[config.mk]
export PLATFORM = sky130hd
export DESIGN_NAME = sss_step_sequencer
export DESIGN_NICKNAME = d
export VERILOG_FILES = /design/src/rtl/sss_pkg.sv /design/src/rtl/sss_step_sequencer.sv
export VERILOG_INCLUDE_DIRS = /design/src /design/src/rtl
export SDC_FILE = /design/constraint.sdc
export NUM_CORES = 1
export LEC_CHECK = 0
export ABC_AREA = 1
export BUFFER_PORTS_ARGS = -buffer_cell sky130_fd_sc_hd__buf_2
export CORE_UTILIZATION = 56
export DETAILED_ROUTE_END_ITERATION = 16
export MAX_ROUTING_LAYER = met4
export PLACE_DENSITY = 0.87
export REMOVE_ABC_BUFFERS = 1
export SLEW_MARGIN = 20
export SYNTH_ARGS = -nofsm -noshare
export SYNTH_HDL_FRONTEND = slang
export SYNTH_SLANG_ARGS = --single-unit
[constraint.sdc]
create_clock -name core_clk_i -period 4.1 [get_ports core_clk_i]
set_input_delay 0.205 -clock core_clk_i [delete_from_list [all_inputs] [get_ports core_clk_i]]
set_output_delay 0.205 -clock core_clk_i [all_outputs]
set_load 0.02 [all_outputs]
[src/rtl/sss_defines.svh]
// constants of the step sequencer: offsets, field positions, reset values, timing counts
// assumes a 50 MHz core clock; included by the sequencer module
//
// Functional notes
// - LLL full step balanced, HLL full step full ratio, LHL half 1-2, HHL half full.
// - microstep: LLH quarter, HLH eighth, LHH sixteenth, HHH deep sleep.
// - deep sleep disables outputs and step edges do not move the position.
// - monitor output high at two-phase positions on microstep variants, else low.
// - fault flag high while protection is active, low in normal operation.
// - all outputs turn off as soon as a protection event begins.
// - protection stays latched until the logic supply is cycled.
// - step, reset, direction, mode and sync inputs are noise filtered first.
// - one step per rising step edge; dual-edge variant steps on both edges.
// - direction and mode pins only take effect at a step edge, except the deep sleep code, which disables outputs at once.
// - direction level picks forward or backward stepping.
// - a mode change maps the current position onto the new mode's grid.
// - full ratio gives 100 percent current and a 12 us chopper off time.
// - each phase current reference follows the sequencer position.
// - off time and blanking of each phase come from an internal timebase.
// - with chop sync high, one common signal chops both phases together.
// - coil open faults count only while chopping; they trip protection.
// - over-temperature shutdown disables outputs until the supply is cycled.
// - reset pin high restarts excitation from the initial position.
// - light sleep disables outputs but steps still move the position.
`ifndef SSS_DEFINES_SVH
`define SSS_DEFINES_SVH

// ----------------------------------------------------------------------------
// timing
// ----------------------------------------------------------------------------
`define SSS_CLK_NS        20
`define SSS_FILT_NS       100
`define SSS_FILT_CYC      ((`SSS_FILT_NS + `SSS_CLK_NS - 1) / `SSS_CLK_NS)
`define SSS_BLANK_NS      1700
`define SSS_BLANK_CYC     ((`SSS_BLANK_NS + `SSS_CLK_NS - 1) / `SSS_CLK_NS)
`define SSS_OFF_FULL_NS   12000
`define SSS_OFF_FULL_CYC  ((`SSS_OFF_FULL_NS + `SSS_CLK_NS - 1) / `SSS_CLK_NS)
`define SSS_OFF_PART_NS   8000
`define SSS_OFF_PART_CYC  ((`SSS_OFF_PART_NS + `SSS_CLK_NS - 1) / `SSS_CLK_NS)

// ----------------------------------------------------------------------------
// sequencer
// ----------------------------------------------------------------------------
`define SSS_POS_INIT      6'h08
`define SSS_TWO_PHASE_IDX 4'h8
`define SSS_RATIO_FULL    8'hff

// ----------------------------------------------------------------------------
// register map
// ----------------------------------------------------------------------------
`define SSS_ADDR_CTRL     8'h00
`define SSS_ADDR_STATUS   8'h04
`define SSS_CTRL_SOFT_OFF 0
`define SSS_CTRL_RST      1'b0
`define SSS_RESP_OKAY     2'h0
`define SSS_RESP_DECERR   2'h3

`endif

[src/rtl/sss_pkg.sv]
// types of the step sequencer
// assumes it is compiled before any module that imports it
`default_nettype none
package sss_pkg;

  // gray along full -> half -> micro -> sleep
  typedef enum logic [2:0] {
    SSS_MODE_FULL8  = 3'h0,
    SSS_MODE_FULLF  = 3'h1,
    SSS_MODE_HALF12 = 3'h3,
    SSS_MODE_HALFF  = 3'h2,
    SSS_MODE_QUART  = 3'h6,
    SSS_MODE_EIGHTH = 3'h7,
    SSS_MODE_SIXT   = 3'h5,
    SSS_MODE_SLEEP  = 3'h4
  } sss_mode_t;

  typedef enum logic [1:0] {
    SSS_CHOP_BLANK = 2'h0,
    SSS_CHOP_ON    = 2'h1,
    SSS_CHOP_OFF   = 2'h3
  } sss_chop_t;

  typedef struct packed {
    logic       drive;
    logic       neg;
    logic [7:0] ratio;
  } sss_phase_t;

  typedef struct packed {
    logic [12:0]      s1;
    logic [12:0]      s2;
    logic [6:0]       filt;
    logic [6:0][2:0]  fcnt;
    logic             step_prev;
    logic [5:0]       pos;
    sss_mode_t        mode;
    logic             fault;
    logic             en;
    logic             mon;
    sss_chop_t [1:0]  chop;
    logic [1:0][9:0]  ccnt;
    logic             sync_off;
    logic             sync_pulse;
    sss_phase_t [1:0] ph;
    logic             soft_off;
    logic             aw_got;
    logic             w_got;
    logic [7:0]       awaddr;
    logic [31:0]      wdata;
    logic [3:0]       wstrb;
    logic             bvalid;
    logic [1:0]       bresp;
    logic             rvalid;
    logic [31:0]      rdata;
    logic [1:0]       rresp;
  } sss_state_t;

endpackage

`default_nettype wire

[src/rtl/sss_step_sequencer.sv]
// step sequencer, chopper timing and protection latch of a two-phase stepper driver
// assumes pin inputs are asynchronous; rst_n_i stands for the logic supply cycle
`timescale 1ns/1ps
`default_nettype none
`include "sss_defines.svh"

module sss_step_sequencer
  import sss_pkg::*;
#(
  parameter bit MICROSTEP = 1'b1,
  parameter bit DUAL_EDGE = 1'b0
) (
  input  wire logic        core_clk_i,
  input  wire logic        rst_n_i,
  input  wire logic        step_clock_i,
  input  wire logic        reset_pin_i,
  input  wire logic        direction_select_i,
  input  wire logic        mode_select_0_i,
  input  wire logic        mode_select_1_i,
  input  wire logic        mode_select_2_i,
  input  wire logic        chop_sync_i,
  input  wire logic        current_reference_sleep_input_i,
  input  wire logic [1:0]  current_trip_i,
  input  wire logic [1:0]  coil_open_i,
  input  wire logic        over_temperature_shutdown_i,
  output var  sss_phase_t  phase_a_o,
  output var  sss_phase_t  phase_b_o,
  output logic             outputs_enable_o,
  output logic             two_phase_monitor_o,
  output logic             fault_flag_o,
  output logic             chop_sync_pulse_o,
  input  wire logic        s_axi_awvalid,
  output logic             s_axi_awready,
  input  wire logic [7:0]  s_axi_awaddr,
  input  wire logic        s_axi_wvalid,
  output logic             s_axi_wready,
  input  wire logic [31:0] s_axi_wdata,
  input  wire logic [3:0]  s_axi_wstrb,
  output logic             s_axi_bvalid,
  input  wire logic        s_axi_bready,
  output logic [1:0]       s_axi_bresp,
  input  wire logic        s_axi_arvalid,
  output logic             s_axi_arready,
  input  wire logic [7:0]  s_axi_araddr,
  output logic             s_axi_rvalid,
  input  wire logic        s_axi_rready,
  output logic [31:0]      s_axi_rdata,
  output logic [1:0]       s_axi_rresp
);

  // --------------------------------------------------------------------------
  // helpers
  // --------------------------------------------------------------------------
  function automatic sss_mode_t decode_mode(input logic [2:0] m);
    sss_mode_t r;
    r = SSS_MODE_SLEEP;
    unique case (m)
      3'h0: r = SSS_MODE_FULL8;
      3'h1: r = SSS_MODE_FULLF;
      3'h2: r = SSS_MODE_HALF12;
      3'h3: r = SSS_MODE_HALFF;
      3'h4: r = MICROSTEP ? SSS_MODE_QUART : SSS_MODE_SLEEP;
      3'h5: r = MICROSTEP ? SSS_MODE_EIGHTH : SSS_MODE_SLEEP;
      3'h6: r = MICROSTEP ? SSS_MODE_SIXT : SSS_MODE_SLEEP;
      3'h7: r = SSS_MODE_SLEEP;
    endcase
    return r;
  endfunction

  function automatic logic [5:0] mode_inc(input sss_mode_t m);
    logic [5:0] r;
    r = 6'h10;
    unique case (m)
      SSS_MODE_FULL8, SSS_MODE_FULLF, SSS_MODE_SLEEP: r = 6'h10;
      SSS_MODE_HALF12, SSS_MODE_HALFF:                r = 6'h08;
      SSS_MODE_QUART:                                 r = 6'h04;
      SSS_MODE_EIGHTH:                                r = 6'h02;
      SSS_MODE_SIXT:                                  r = 6'h01;
    endcase
    return r;
  endfunction

  // snap onto the grid of the new mode; full step lives on the two-phase points
  function automatic logic [5:0] map_pos(input logic [5:0] p, input sss_mode_t m);
    logic [5:0] r;
    r = p;
    unique case (m)
      SSS_MODE_FULL8, SSS_MODE_FULLF, SSS_MODE_SLEEP: r = {p[5:4], `SSS_TWO_PHASE_IDX};
      SSS_MODE_HALF12, SSS_MODE_HALFF:                r = {p[5:3], 3'h0};
      SSS_MODE_QUART:                                 r = {p[5:2], 2'h0};
      SSS_MODE_EIGHTH:                                r = {p[5:1], 1'h0};
      SSS_MODE_SIXT:                                  r = p;
    endcase
    return r;
  endfunction

  // quarter sine in sixteenths; index 8 is the balanced two-phase level
  function automatic logic [7:0] sine_q(input logic [4:0] k);
    logic [7:0] r;
    r = 8'hff;
    unique case (k)
      5'h00: r = 8'h00;
      5'h01: r = 8'h19;
      5'h02: r = 8'h32;
      5'h03: r = 8'h4a;
      5'h04: r = 8'h62;
      5'h05: r = 8'h78;
      5'h06: r = 8'h8e;
      5'h07: r = 8'ha2;
      5'h08: r = 8'hb4;
      5'h09: r = 8'hc5;
      5'h0a: r = 8'hd4;
      5'h0b: r = 8'he1;
      5'h0c: r = 8'hec;
      5'h0d: r = 8'hf4;
      5'h0e: r = 8'hfa;
      5'h0f: r = 8'hfe;
      default: r = 8'hff;
    endcase
    return r;
  endfunction

  // --------------------------------------------------------------------------
  // state
  // --------------------------------------------------------------------------
  sss_state_t q;
  sss_state_t d;

  logic        step_edge;
  sss_mode_t   live_mode;
  logic        deep_sleep;
  logic        light_sleep;
  logic [1:0]  chop_act;
  logic [1:0]  tripped;
  logic        fault_evt;
  logic [12:0] async_in;

  assign async_in = {over_temperature_shutdown_i, coil_open_i, current_trip_i,
                     current_reference_sleep_input_i, chop_sync_i, mode_select_2_i,
                     mode_select_1_i, mode_select_0_i, direction_select_i, reset_pin_i,
                     step_clock_i};

  always_comb begin
    logic [5:0]  base;
    logic [4:0]  ka;
    logic [4:0]  kb;
    logic [7:0]  mag;
    logic [9:0]  off_lim;
    logic        wr_ok;
    d       = q;
    base    = '0;
    ka      = '0;
    kb      = '0;
    mag     = '0;
    off_lim = '0;
    wr_ok   = 1'b0;

    // ----------------------------------------------------------------------
    // input sync and glitch filter: a level must hold several cycles
    // ----------------------------------------------------------------------
    d.s1 = async_in;
    d.s2 = q.s1;
    for (int i = 0; i < 7; i++) begin
      if (q.s2[i] == q.filt[i]) begin
        d.fcnt[i] = '0;
      end else if (q.fcnt[i] == 3'(`SSS_FILT_CYC - 1)) begin
        d.filt[i] = q.s2[i];
        d.fcnt[i] = '0;
      end else begin
        d.fcnt[i] = q.fcnt[i] + 3'h1;
      end
    end

    step_edge   = (q.filt[0] & ~q.step_prev) | (DUAL_EDGE & ~q.filt[0] & q.step_prev);
    d.step_prev = q.filt[0];
    live_mode   = decode_mode(q.filt[5:3]);
    deep_sleep  = (live_mode == SSS_MODE_SLEEP);
    light_sleep = q.s2[7];

    // ----------------------------------------------------------------------
    // sequencer
    // ----------------------------------------------------------------------
    if (q.filt[1]) begin
      d.pos  = `SSS_POS_INIT;
      d.mode = SSS_MODE_FULL8;
    end else if (step_edge && !deep_sleep) begin
      base   = map_pos(q.pos, live_mode);
      d.mode = live_mode;
      if (q.filt[2]) begin
        d.pos = base - mode_inc(live_mode);
      end else begin
        d.pos = base + mode_inc(live_mode);
      end
    end
    d.mon = MICROSTEP && (d.pos[3:0] == `SSS_TWO_PHASE_IDX);

    // ----------------------------------------------------------------------
    // protection: latched, only the supply reset clears it
    // ----------------------------------------------------------------------
    for (int i = 0; i < 2; i++) begin
      chop_act[i] = q.en && (q.ph[i].ratio != 8'h00);
    end
    fault_evt = (|(q.s2[11:10] & chop_act)) | q.s2[12];
    d.fault   = q.fault | fault_evt;
    d.en      = !d.fault && !deep_sleep && !light_sleep && !q.soft_off;

    // ----------------------------------------------------------------------
    // current references
    // ----------------------------------------------------------------------
    ka = d.pos[4] ? {1'b0, d.pos[3:0]} : 5'h10 - {1'b0, d.pos[3:0]};
    kb = d.pos[4] ? 5'h10 - {1'b0, d.pos[3:0]} : {1'b0, d.pos[3:0]};
    for (int i = 0; i < 2; i++) begin
      mag = sine_q(i == 0 ? ka : kb);
      if (mag != 8'h00 && (d.mode == SSS_MODE_FULLF || d.mode == SSS_MODE_HALFF ||
          (d.mode == SSS_MODE_HALF12 && d.pos[3:0] != `SSS_TWO_PHASE_IDX))) begin
        mag = `SSS_RATIO_FULL;
      end
      d.ph[i].ratio = mag;
    end
    d.ph[0].neg = d.pos[5] ^ d.pos[4];
    d.ph[1].neg = d.pos[5];

    // ----------------------------------------------------------------------
    // fixed off-time chopper per phase
    // ----------------------------------------------------------------------
    d.sync_pulse = 1'b0;
    for (int i = 0; i < 2; i++) begin
      tripped[i] = chop_act[i] && (q.chop[i] == SSS_CHOP_ON) && q.s2[8 + i];
    end
    if (q.filt[6] && (|tripped)) begin
      for (int i = 0; i < 2; i++) begin
        d.chop[i] = SSS_CHOP_OFF;
        d.ccnt[i] = '0;
      end
      d.sync_off   = 1'b1;
      d.sync_pulse = 1'b1;
    end else begin
      for (int i = 0; i < 2; i++) begin
        off_lim = (q.sync_off || q.ph[i].ratio == `SSS_RATIO_FULL) ?
                  10'(`SSS_OFF_FULL_CYC - 1) : 10'(`SSS_OFF_PART_CYC - 1);
        if (!chop_act[i]) begin
          d.chop[i] = SSS_CHOP_BLANK;
          d.ccnt[i] = '0;
        end else begin
          unique case (q.chop[i])
            SSS_CHOP_BLANK: begin
              d.ccnt[i] = q.ccnt[i] + 10'h001;
              if (q.ccnt[i] == 10'(`SSS_BLANK_CYC - 1)) begin
                d.chop[i] = SSS_CHOP_ON;
                d.ccnt[i] = '0;
              end
            end
            SSS_CHOP_ON: begin
              if (tripped[i]) begin
                d.chop[i] = SSS_CHOP_OFF;
                d.ccnt[i] = '0;
              end
            end
            SSS_CHOP_OFF: begin
              d.ccnt[i] = q.ccnt[i] + 10'h001;
              if (q.ccnt[i] == off_lim) begin
                d.chop[i] = SSS_CHOP_BLANK;
                d.ccnt[i] = '0;
              end
            end
            default: begin
              d.chop[i] = SSS_CHOP_BLANK;
              d.ccnt[i] = '0;
            end
          endcase
        end
      end
      if (d.chop[0] != SSS_CHOP_OFF && d.chop[1] != SSS_CHOP_OFF) begin
        d.sync_off = 1'b0;
      end
    end
    for (int i = 0; i < 2; i++) begin
      d.ph[i].drive = d.en && (d.ph[i].ratio != 8'h00) && (d.chop[i] != SSS_CHOP_OFF);
    end

    // ----------------------------------------------------------------------
    // axi4-lite slave
    // ----------------------------------------------------------------------
    if (s_axi_awvalid && !q.aw_got) begin
      d.aw_got = 1'b1;
      d.awaddr = s_axi_awaddr;
    end
    if (s_axi_wvalid && !q.w_got) begin
      d.w_got = 1'b1;
      d.wdata = s_axi_wdata;
      d.wstrb = s_axi_wstrb;
    end
    if (q.aw_got && q.w_got && !q.bvalid) begin
      wr_ok    = (q.awaddr == `SSS_ADDR_CTRL) || (q.awaddr == `SSS_ADDR_STATUS);
      d.bresp  = wr_ok ? `SSS_RESP_OKAY : `SSS_RESP_DECERR;
      d.bvalid = 1'b1;
      d.aw_got = 1'b0;
      d.w_got  = 1'b0;
      if (q.awaddr == `SSS_ADDR_CTRL && q.wstrb[0]) begin
        d.soft_off = q.wdata[`SSS_CTRL_SOFT_OFF];
      end
    end
    if (q.bvalid && s_axi_bready) begin
      d.bvalid = 1'b0;
    end
    if (q.rvalid && s_axi_rready) begin
      d.rvalid = 1'b0;
    end
    if (s_axi_arvalid && !q.rvalid) begin
      d.rvalid = 1'b1;
      d.rresp  = `SSS_RESP_OKAY;
      d.rdata  = '0;
      if (s_axi_araddr == `SSS_ADDR_CTRL) begin
        d.rdata[`SSS_CTRL_SOFT_OFF] = q.soft_off;
      end else if (s_axi_araddr == `SSS_ADDR_STATUS) begin
        d.rdata[11:0] = {q.en, q.fault, q.mon, q.mode, q.pos};
      end else begin
        d.rresp = `SSS_RESP_DECERR;
      end
    end
  end

  always_ff @(posedge core_clk_i) begin
    if (!rst_n_i) begin
      q          <= '0;
      q.pos      <= `SSS_POS_INIT;
      q.soft_off <= `SSS_CTRL_RST;
    end else begin
      q <= d;
    end
  end

  // --------------------------------------------------------------------------
  // outputs
  // --------------------------------------------------------------------------
  assign phase_a_o           = q.ph[0];
  assign phase_b_o           = q.ph[1];
  assign outputs_enable_o    = q.en;
  assign two_phase_monitor_o = q.mon;
  assign fault_flag_o        = q.fault;
  assign chop_sync_pulse_o   = q.sync_pulse;
  assign s_axi_awready       = !q.aw_got;
  assign s_axi_wready        = !q.w_got;
  assign s_axi_bvalid        = q.bvalid;
  assign s_axi_bresp         = q.bresp;
  assign s_axi_arready       = !q.rvalid;
  assign s_axi_rvalid        = q.rvalid;
  assign s_axi_rdata         = q.rdata;
  assign s_axi_rresp         = q.rresp;
endmodule // sss_step_sequencer

`default_nettype wire

==> results of run 1 <==
==> path summary, 6_finish.rpt <==
check,to,slack (ns)
worst max-delay path,phase_a_o[3],0.29
worst min-delay path,q[75],0.009
worst max register to register,phase_a_o[3],0.29
worst min register to register,q[174],0.41
==> state kept, by name (all words and copies together), names as in the netlist <==
signal,cells
light_sleep,1
fault_flag_o,1
s_axi_bresp,1
chop_sync_pulse_o,1
phase_b_o,9
s_axi_rresp,1
s_axi_rvalid,1
q,87
phase_a_o,10
outputs_enable_o,1
two_phase_monitor_o,1
s_axi_rdata,12
d,14
s_axi_bvalid,1
==> repair_timing <==
action / CTS / global route
cloned: 0 / 0
endpoints found under the hold margin: 18 / 0
gates resized for setup: 0 / 13
setup buffers: 0 / 2
hold buffers: 18 / 0
setup endpoints to repair: 1 / 18
pin swaps: 1 / 3
==> Yosys cell counts (2+ instances only) <==
| library cell | instances |
|---|---|
| sky130_fd_sc_hd__a211oi_1 | 5 |
| sky130_fd_sc_hd__a21oi_1 | 63 |
| sky130_fd_sc_hd__a22o_1 | 2 |
| sky130_fd_sc_hd__a31oi_1 | 4 |
| sky130_fd_sc_hd__buf_1 | 2 |
| sky130_fd_sc_hd__buf_4 | 57 |
| sky130_fd_sc_hd__clkbuf_1 | 11 |
| sky130_fd_sc_hd__dfxtp_1 | 141 |
| sky130_fd_sc_hd__ha_1 | 49 |
| sky130_fd_sc_hd__inv_1 | 142 |
| sky130_fd_sc_hd__inv_2 | 4 |
| sky130_fd_sc_hd__nand2_1 | 197 |
| sky130_fd_sc_hd__nand2_2 | 15 |
| sky130_fd_sc_hd__nand3_1 | 68 |
| sky130_fd_sc_hd__nand3_2 | 6 |
| sky130_fd_sc_hd__nand3_4 | 2 |
| sky130_fd_sc_hd__nand4_1 | 11 |
| sky130_fd_sc_hd__nor2_1 | 109 |
| sky130_fd_sc_hd__nor2_2 | 3 |
| sky130_fd_sc_hd__nor2_4 | 2 |
| sky130_fd_sc_hd__nor3_1 | 15 |
| sky130_fd_sc_hd__nor3b_1 | 3 |
| sky130_fd_sc_hd__nor4_1 | 13 |
| sky130_fd_sc_hd__o21a_1 | 2 |
| sky130_fd_sc_hd__o21ai_0 | 44 |
| sky130_fd_sc_hd__o21bai_1 | 3 |
| sky130_fd_sc_hd__xnor2_1 | 9 |
| sky130_fd_sc_hd__xor2_1 | 11 |
==> kinds of logic after synthesis <==
kind of cell,Yosys count
and+or+nand+nor,451
buffers and inverters,219
DFF,141
AOI/OAI and AO/OA,132
adders and majority gates,50
xor gates and xnor gates,20
other,1
==> critical path: cells and delay by family, from the launching register on <==
family	cells	cell delay, ns
AO/OA/AOI/OAI	3	0.32
adder cells (fa/ha/maj)	2	0.58
buffers and inverters	4	0.41
flip-flops	1	0.32
AND/OR/NAND/NOR	20	1.88
XOR/XNOR	1	0.17
==> cell usage in the layout, fill, tap and decap left out, drive strengths merged, types with 6 or more instances in the layout <==
master / instances
nand2: 214
inv: 149
dfxtp: 141
nor2: 114
buf: 92
nand3: 76
a21oi: 64
ha: 49
o21ai: 46
conb: 20
clkbuf: 19
dlygate4sd3: 18
nor3: 15
nor4: 13
xor2: 11
nand4: 11
xnor2: 9
clkinv: 6
==> metal layers <==
layer | global-route usage | share of wire
met5 | - | 0
met4 | 0.114 | 0.030
met3 | 0.0491 | 0.050
met2 | 0.401 | 0.48
met1 | 0.285 | 0.45
==> per-stage QoR <==
stage	power, µW	instance area [µm²]	util	setup TNS (ns)
6_report	3180	8570	0.671	0
3_5_place_dp	1620	7710	0.604	0
5_1_grt	3290	8570	0.671	-0.879
3_3_place_gp	1620	7710	0.604	0
4_1_cts	3200	8500	0.665	0
2_1_floorplan	1560	7030	-	0
==> power by group <==
group | total (µW) | switching [µW] | internal (µW)
clock | 1570 | 600 | 975
combinational | 180 | 116 | 64.3
sequential | 1430 | 20.8 | 1410
total | 3180 | 736 | 2450
==> layout make-up <==
class / count / area, µm² / area share
Tap cell: 172 / 215 / 0.0251
Sequential cell: 141 / 2820 / 0.329
Inverter: 147 / 554 / 0.0646
Multi-Input combinational cell: 673 / 3710 / 0.433
Timing Repair Buffer: 110 / 666 / 0.0776
Clock buffer: 19 / 443 / 0.0517
Clock inverter: 13 / 164 / 0.0191
==> run summary, run 1 <==
The number of nets at the end of the flow is 1212. Ranked by total cell area, the synthesized netlist is headed by sky130_fd_sc_hd__dfxtp_1 (38%), sky130_fd_sc_hd__nand2_1 (9.9%), sky130_fd_sc_hd__ha_1 (8.2%). In the final routed layout, each cell accounts on average for 12.4 µm.

The path type of the worst min-delay path is input pin to flip-flop. The proportion of netlist area held by the largest area contributor came out at 0.379. The via density per instance is 5.05. The sort of element at the start of the critical path is a flip-flop. The worst setup path is captured at a flip-flop. The die area came out at 0.0138 mm².

The pre-antenna-repair detailed-routing pass consisted of 5 iterations. The sequential cell area fraction in the yosys report is 0.379. The via count of the first global-routing pass came to 5974. The number of violations of the max-capacitance limit came out at 0.

The post-route clock skew is 0.00613 ns. The final number of setup-violating endpoints is 0. The fraction of the mapped netlist area in simple logic gates came out at 0.273.

Across the VDD grid, the largest voltage drop is 286 µV. The total global routing track utilization is 0.244. The final-layout fill cell count came out at 1000.

Measured in cells, the most critical reg-to-reg path has a length of 30. The synthesized flop and latch total is 141. The largest driver fanout on the critical path came out at 8. The worst path meets setup with 0.291 ns of slack. The tree built by TritonCTS fans out to 141 sinks.

After clock tree synthesis, the clock-pin slew on the worst setup and hold paths is 0.06 ns. The final instance count without filler cells came out at 1275. At the worst endpoint, the required time is 4.39 ns.

The count of antenna-violating nets left after detailed routing came out at 0. By instance count, the cell type seen most on the critical path is sky130_fd_sc_hd__nand2_1. In this run the worst setup path begins at q[169].

The maximum single-stage delay on the critical path is 0.32 ns. The fraction of synthesis flops using an asynchronous set or reset pin is 0. The total via count after detailed routing is 6445. The number of endpoints with negative hold slack in the final report was 0. The worst hold path passes through 3 cells. The post-route fraction of the period consumed by the critical path is 0.929. 0 antenna diodes ended up in the layout.

The source-to-sink clock delay at the later pin of the worst-skew pair came out at 0.42 ns. The number of I/O port buffers is 82. The power density over the cells is 371 mW/mm². The area of the placeable core is 0.0128 mm². The leakage power came out at 0.00420 µW. On the final layout, the worst hold slack is 0.00936 ns.

The first global-routing pass estimated 26500 µm of wire. For this run, the number of Yosys warnings is 0. Of the cells placed in the final design, the portion with a size suffix greater than 1 is 0.153. The upper clock frequency limit came out at 263 MHz. The congestion estimate from routability-driven global placement came to 0.919.

The number of buffers inserted during clock tree synthesis came out at 17. The synthesized-area fraction occupied by adder cells is 0.0850. The number of buffers between clock root and the deepest sink is 2. The post-route DRC violation count is 0. Prior to clock tree synthesis, the placed netlist has a worst setup slack of 0.0392 ns.

By area, the combinational part of the netlist is dominated by simple AND/OR/NAND/NOR gates. TritonCTS built the clock tree. On the critical path, the stage with the largest delay is an instance of sky130_fd_sc_hd__dfxtp_1. The complex-gate fraction of the synthesized area came out at 0.0988. The flow ran to the end, and the final reports show no timing, DRC or antenna violations. In this run the critical register-to-register path is launched from q[169]. The synthesized cell area came out at 0.00745 mm².

The synthesized instance count came out at 1014. Of the post-synthesis cell area, the part taken by muxes is 0. The detailed placement HPWL is 11100 µm. The total congestion overflow is 0. Entering global routing, the biggest net connects 66 pins. The arrival time at the worst endpoint is 4.10 ns.

The synthesized-area fraction occupied by xor and xnor cells is 0.0235. The number of placement rows came out at 41. The die extent in x is 117 µm. Of all cell types, the one taking the most synthesized area is sky130_fd_sc_hd__dfxtp_1. The critical path in this run is classified as flip-flop to flip-flop.

The height of the chip is 117 µm. The cell sitting at the root of the clock tree is a sky130_fd_sc_hd__clkbuf_16. The number of design-rule violations left by the first detailed-router iteration is 524. The number of enable flip-flop cells after synthesis came out at 0. The initial antenna violation count is 0.

The actual transition at the worst max-transition pin is 0.648 ns. The post-synthesis average cell area came out at 7.35 µm². The count of unique library cells instantiated by Yosys is 49. The synthesis-to-finish area growth came out at 15.1%. The number of top-level design ports is 137.

The CTS H-tree depth came out at 4. The most used flip-flop cell after synthesis is sky130_fd_sc_hd__dfxtp_1. In this run the most critical hold path is launched from s_axi_awaddr[1].

The initial core utilization came out at 0.583. The sum of routed wire length over all layers is 15900 µm. Counting tap cells, the placed design contains a total of 1223 instances. The max-slew violation total from the final report is 0. The shortest clock period the worst path allows after layout came out at 3.81 ns.

Measured against its own limit, the worst slew margin works out to 0.565.
Power figures use the tool's default switching activity.
==> run 2, diff against run 1 <==
--- a/config.mk
+++ b/config.mk
@@ -11,7 +11,7 @@
 export CORE_UTILIZATION = 56
 export DETAILED_ROUTE_END_ITERATION = 16
 export MAX_ROUTING_LAYER = met4
-export PLACE_DENSITY = 0.87
+export PLACE_DENSITY = 0.77
 export REMOVE_ABC_BUFFERS = 1
 export SLEW_MARGIN = 20
 export SYNTH_ARGS = -nofsm -noshare
==> run 2 against run 1 <==
Against the previous run:
- clock power increased by 4%
- maximum frequency fell by 3.3%
- global-route usage down 0.59 points
- first-iteration DRC count shrank 41%
- count of clock-buffer cells in the layout increased by 4
- worst hold slack improved by 0.0042 ns
- die area unchanged
- critical path depth shrank 1
- non-clock buffer count increased by 10
==> run summary, run 2 (same netlist as run 1, synthesis figures left out) <==
The number of top-level design ports is 137. The first global-routing pass estimated 26100 µm of wire. The number of flip-flops under the largest register name is 87.

The worst IR drop on VDD is 301 µV. After detailed routing, the number of remaining DRC violations is 0. The worst setup slack after placement came out at 0.0236 ns. The total congestion overflow is 0.

The number of endpoints with negative hold slack in the final report is 0. 0 antenna diodes ended up in the layout. The cell that appears most often on the critical path is sky130_fd_sc_hd__nand2_1. The largest driver fanout on the critical path came out at 8.

The total global routing track utilization is 0.238. In this run the clock root is driven by a sky130_fd_sc_hd__clkbuf_16. Leaving out fill and tap cells, the most frequent cell in the layout is sky130_fd_sc_hd__nand2_1. The total via count after detailed routing came out at 6357. The clock period could shrink to 3.94 ns. The detailed placement HPWL is 10600 µm. Clock tree synthesis inserted a total of 17 buffers. The final-layout fill cell count is 1052. The count of antenna-violating nets left after detailed routing is 0. The number of buffers between clock root and the deepest sink came out at 2. The source-to-sink clock delay at the later pin of the worst-skew pair came out at 0.42 ns. The wire length per cell after detailed routing came out at 12.1 µm. The area of the placeable core came out at 0.0128 mm². The maximum number of pins on one net before global-route repair came out at 67. In this run, the number of DRC markers left after iteration 0 of detailed routing was 308. The die extent in x is 117 µm. The post-route fraction of the period consumed by the critical path is 0.960. The worst setup path is launched from a flip-flop. The setup total negative slack is 0 ns. The number of placement rows came out at 41. The congestion estimate from routability-driven global placement came to 0.902. Measured along the y axis, the die boundary spans 117 µm. The largest individual stage delay along the critical path comes from the cell sky130_fd_sc_hd__dfxtp_1. The via count of the first global-routing pass is 5947. Compared with the post-synthesis result, the final layout area differs by 17.6%. The run finished with clean final reports. The remaining max-slew budget at the tightest pin is 0.573. The placed standard-cell area is 0.00771 mm². The number of I/O port buffers came out at 82. The cell depth of the worst hold path is 3.

The CTS H-tree depth is 4. The initial antenna violation count came out at 0. The initial core utilization came out at 0.583. The actual transition at the worst max-transition pin is 0.636 ns. Setup violations remaining at the end of the flow were counted as 0.

TritonCTS built the clock tree. The setup path with the least slack is of type flip-flop to flip-flop. Using the TritonRoute via totals, the vias-per-cell ratio works out to 4.95. The library cells used most frequently in the layout, excluding fill and tap cells, are sky130_fd_sc_hd__nand2_1 (193), sky130_fd_sc_hd__inv_1 (142), sky130_fd_sc_hd__dfxtp_1 (140), sky130_fd_sc_hd__nor2_1 (104), sky130_fd_sc_hd__buf_2 (82). Clock-pin slew was measured on the worst setup and hold paths at 0.06 ns. The worst reg-to-reg path cell count came out at 29. The number of nets at the end of the flow came out at 1222. Data on the critical path arrives at its endpoint at 4.23 ns. The element type at the critical path end is a flip-flop.

The first-pass iteration count of the detailed router came out at 5. In this run the static leakage power is 0.00428 µW. Data on the critical path is required at its endpoint by 4.39 ns. Summed over all layers, the routed wires come to 15500 µm. The power density over the cells came out at 371 mW/mm². The clock sink count came out at 141.

The slack of the critical path is 0.162 ns. The most flop-heavy register is q. Clock skew on the completed layout was measured at 0.00720 ns. In the final layout, the share of cells above drive strength 1 is 0.172.

The number of violations of the max-capacitance limit came out at 0. The die area is 0.0138 mm². The maximum single-stage delay on the critical path came out at 0.31 ns. In this run the worst hold path is classified as input pin to flip-flop.

For this run, the top clock speed supported by timing is 254 MHz. The final instance area came out at 0.00876 mm². The max-slew violation total from the final report is 0.
==> run 2: changes by cell type in the layout (fill, tap and decap cells not counted), sizes merged <==
cell	change
buf	+8
bufinv	+1
dlygate4sd3	+2
inv	-1
clkbuf	+4
clkinvlp	-2
clkinv	-2
==> run 2: area by class of cell <==
class | instances | area (µm²) | area share
sequential | 141 | 2820 | 0.322
clock inverter | 9 | 156 | 0.0179
clock buffer | 23 | 478 | 0.0546
inverter | 147 | 554 | 0.0633
tap | 172 | 215 | 0.0246
timing repair buffer | 120 | 758 | 0.0865
multi-input combinational | 673 | 3770 | 0.431
==> run 2: worst max-delay path: cells and delay by family, from the launching register on <==
| family | cells | cell delay [ns] |
|---|---|---|
| buf+inv | 6 | 0.68 |
| compound gates | 3 | 0.39 |
| fa+ha+maj | 2 | 0.59 |
| flops | 1 | 0.31 |
| xor+xnor | 1 | 0.22 |
| simple gates | 17 | 1.59 |
==> run 2: through the flow <==
| step | power [µW] | util | hold WS [ns] | cells |
|---|---|---|---|---|
| finish | 3250 | 0.686 | 0.0136 | 1285 |
| global route | 3360 | 0.686 | 0.0250 | 1285 |
| CTS | 3270 | 0.670 | 0.00111 | 1277 |
| detailed placement | 1620 | 0.604 | 0.388 | 1223 |
| global placement | 1620 | 0.604 | 0.387 | 1223 |
| floorplan | 1560 | - | 0.274 | 961 |
==> run 2: what timing repair did <==
| action | in CTS | in global routing |
|---|---|---|
| endpoints found under the hold margin | 20 | 0 |
| endpoints found under the setup margin | 16 | 18 |
| pin swaps | 1 | 12 |
| hold buffers | 20 | 0 |
| setup buffers | 2 | 8 |
| resized for setup | 0 | 31 |
==> run 2: final timing paths <==
check | startpoint | slack (ns) | endpoint
setup / recovery | q[169] | 0.16 | phase_b_o[4]
hold / removal | s_axi_awaddr[1] | 0.01 | q[75]
hold reg to reg | d[175] | 0.41 | q[175]
setup reg to reg | q[169] | 0.16 | phase_b_o[4]
==> run 2: metal layers <==
layer,wire (µm),global-route usage
met2,7470,0.389
met3,708,0.0627
met1,7160,0.284
met4,198,0.0747
met5,0,-
==> run 2: power breakdown <==
group | switching (µW) | total, µW | internal (µW)
logic | 116 | 182 | 66.0
registers | 20.9 | 1430 | 1410
clock network | 573 | 1640 | 1070
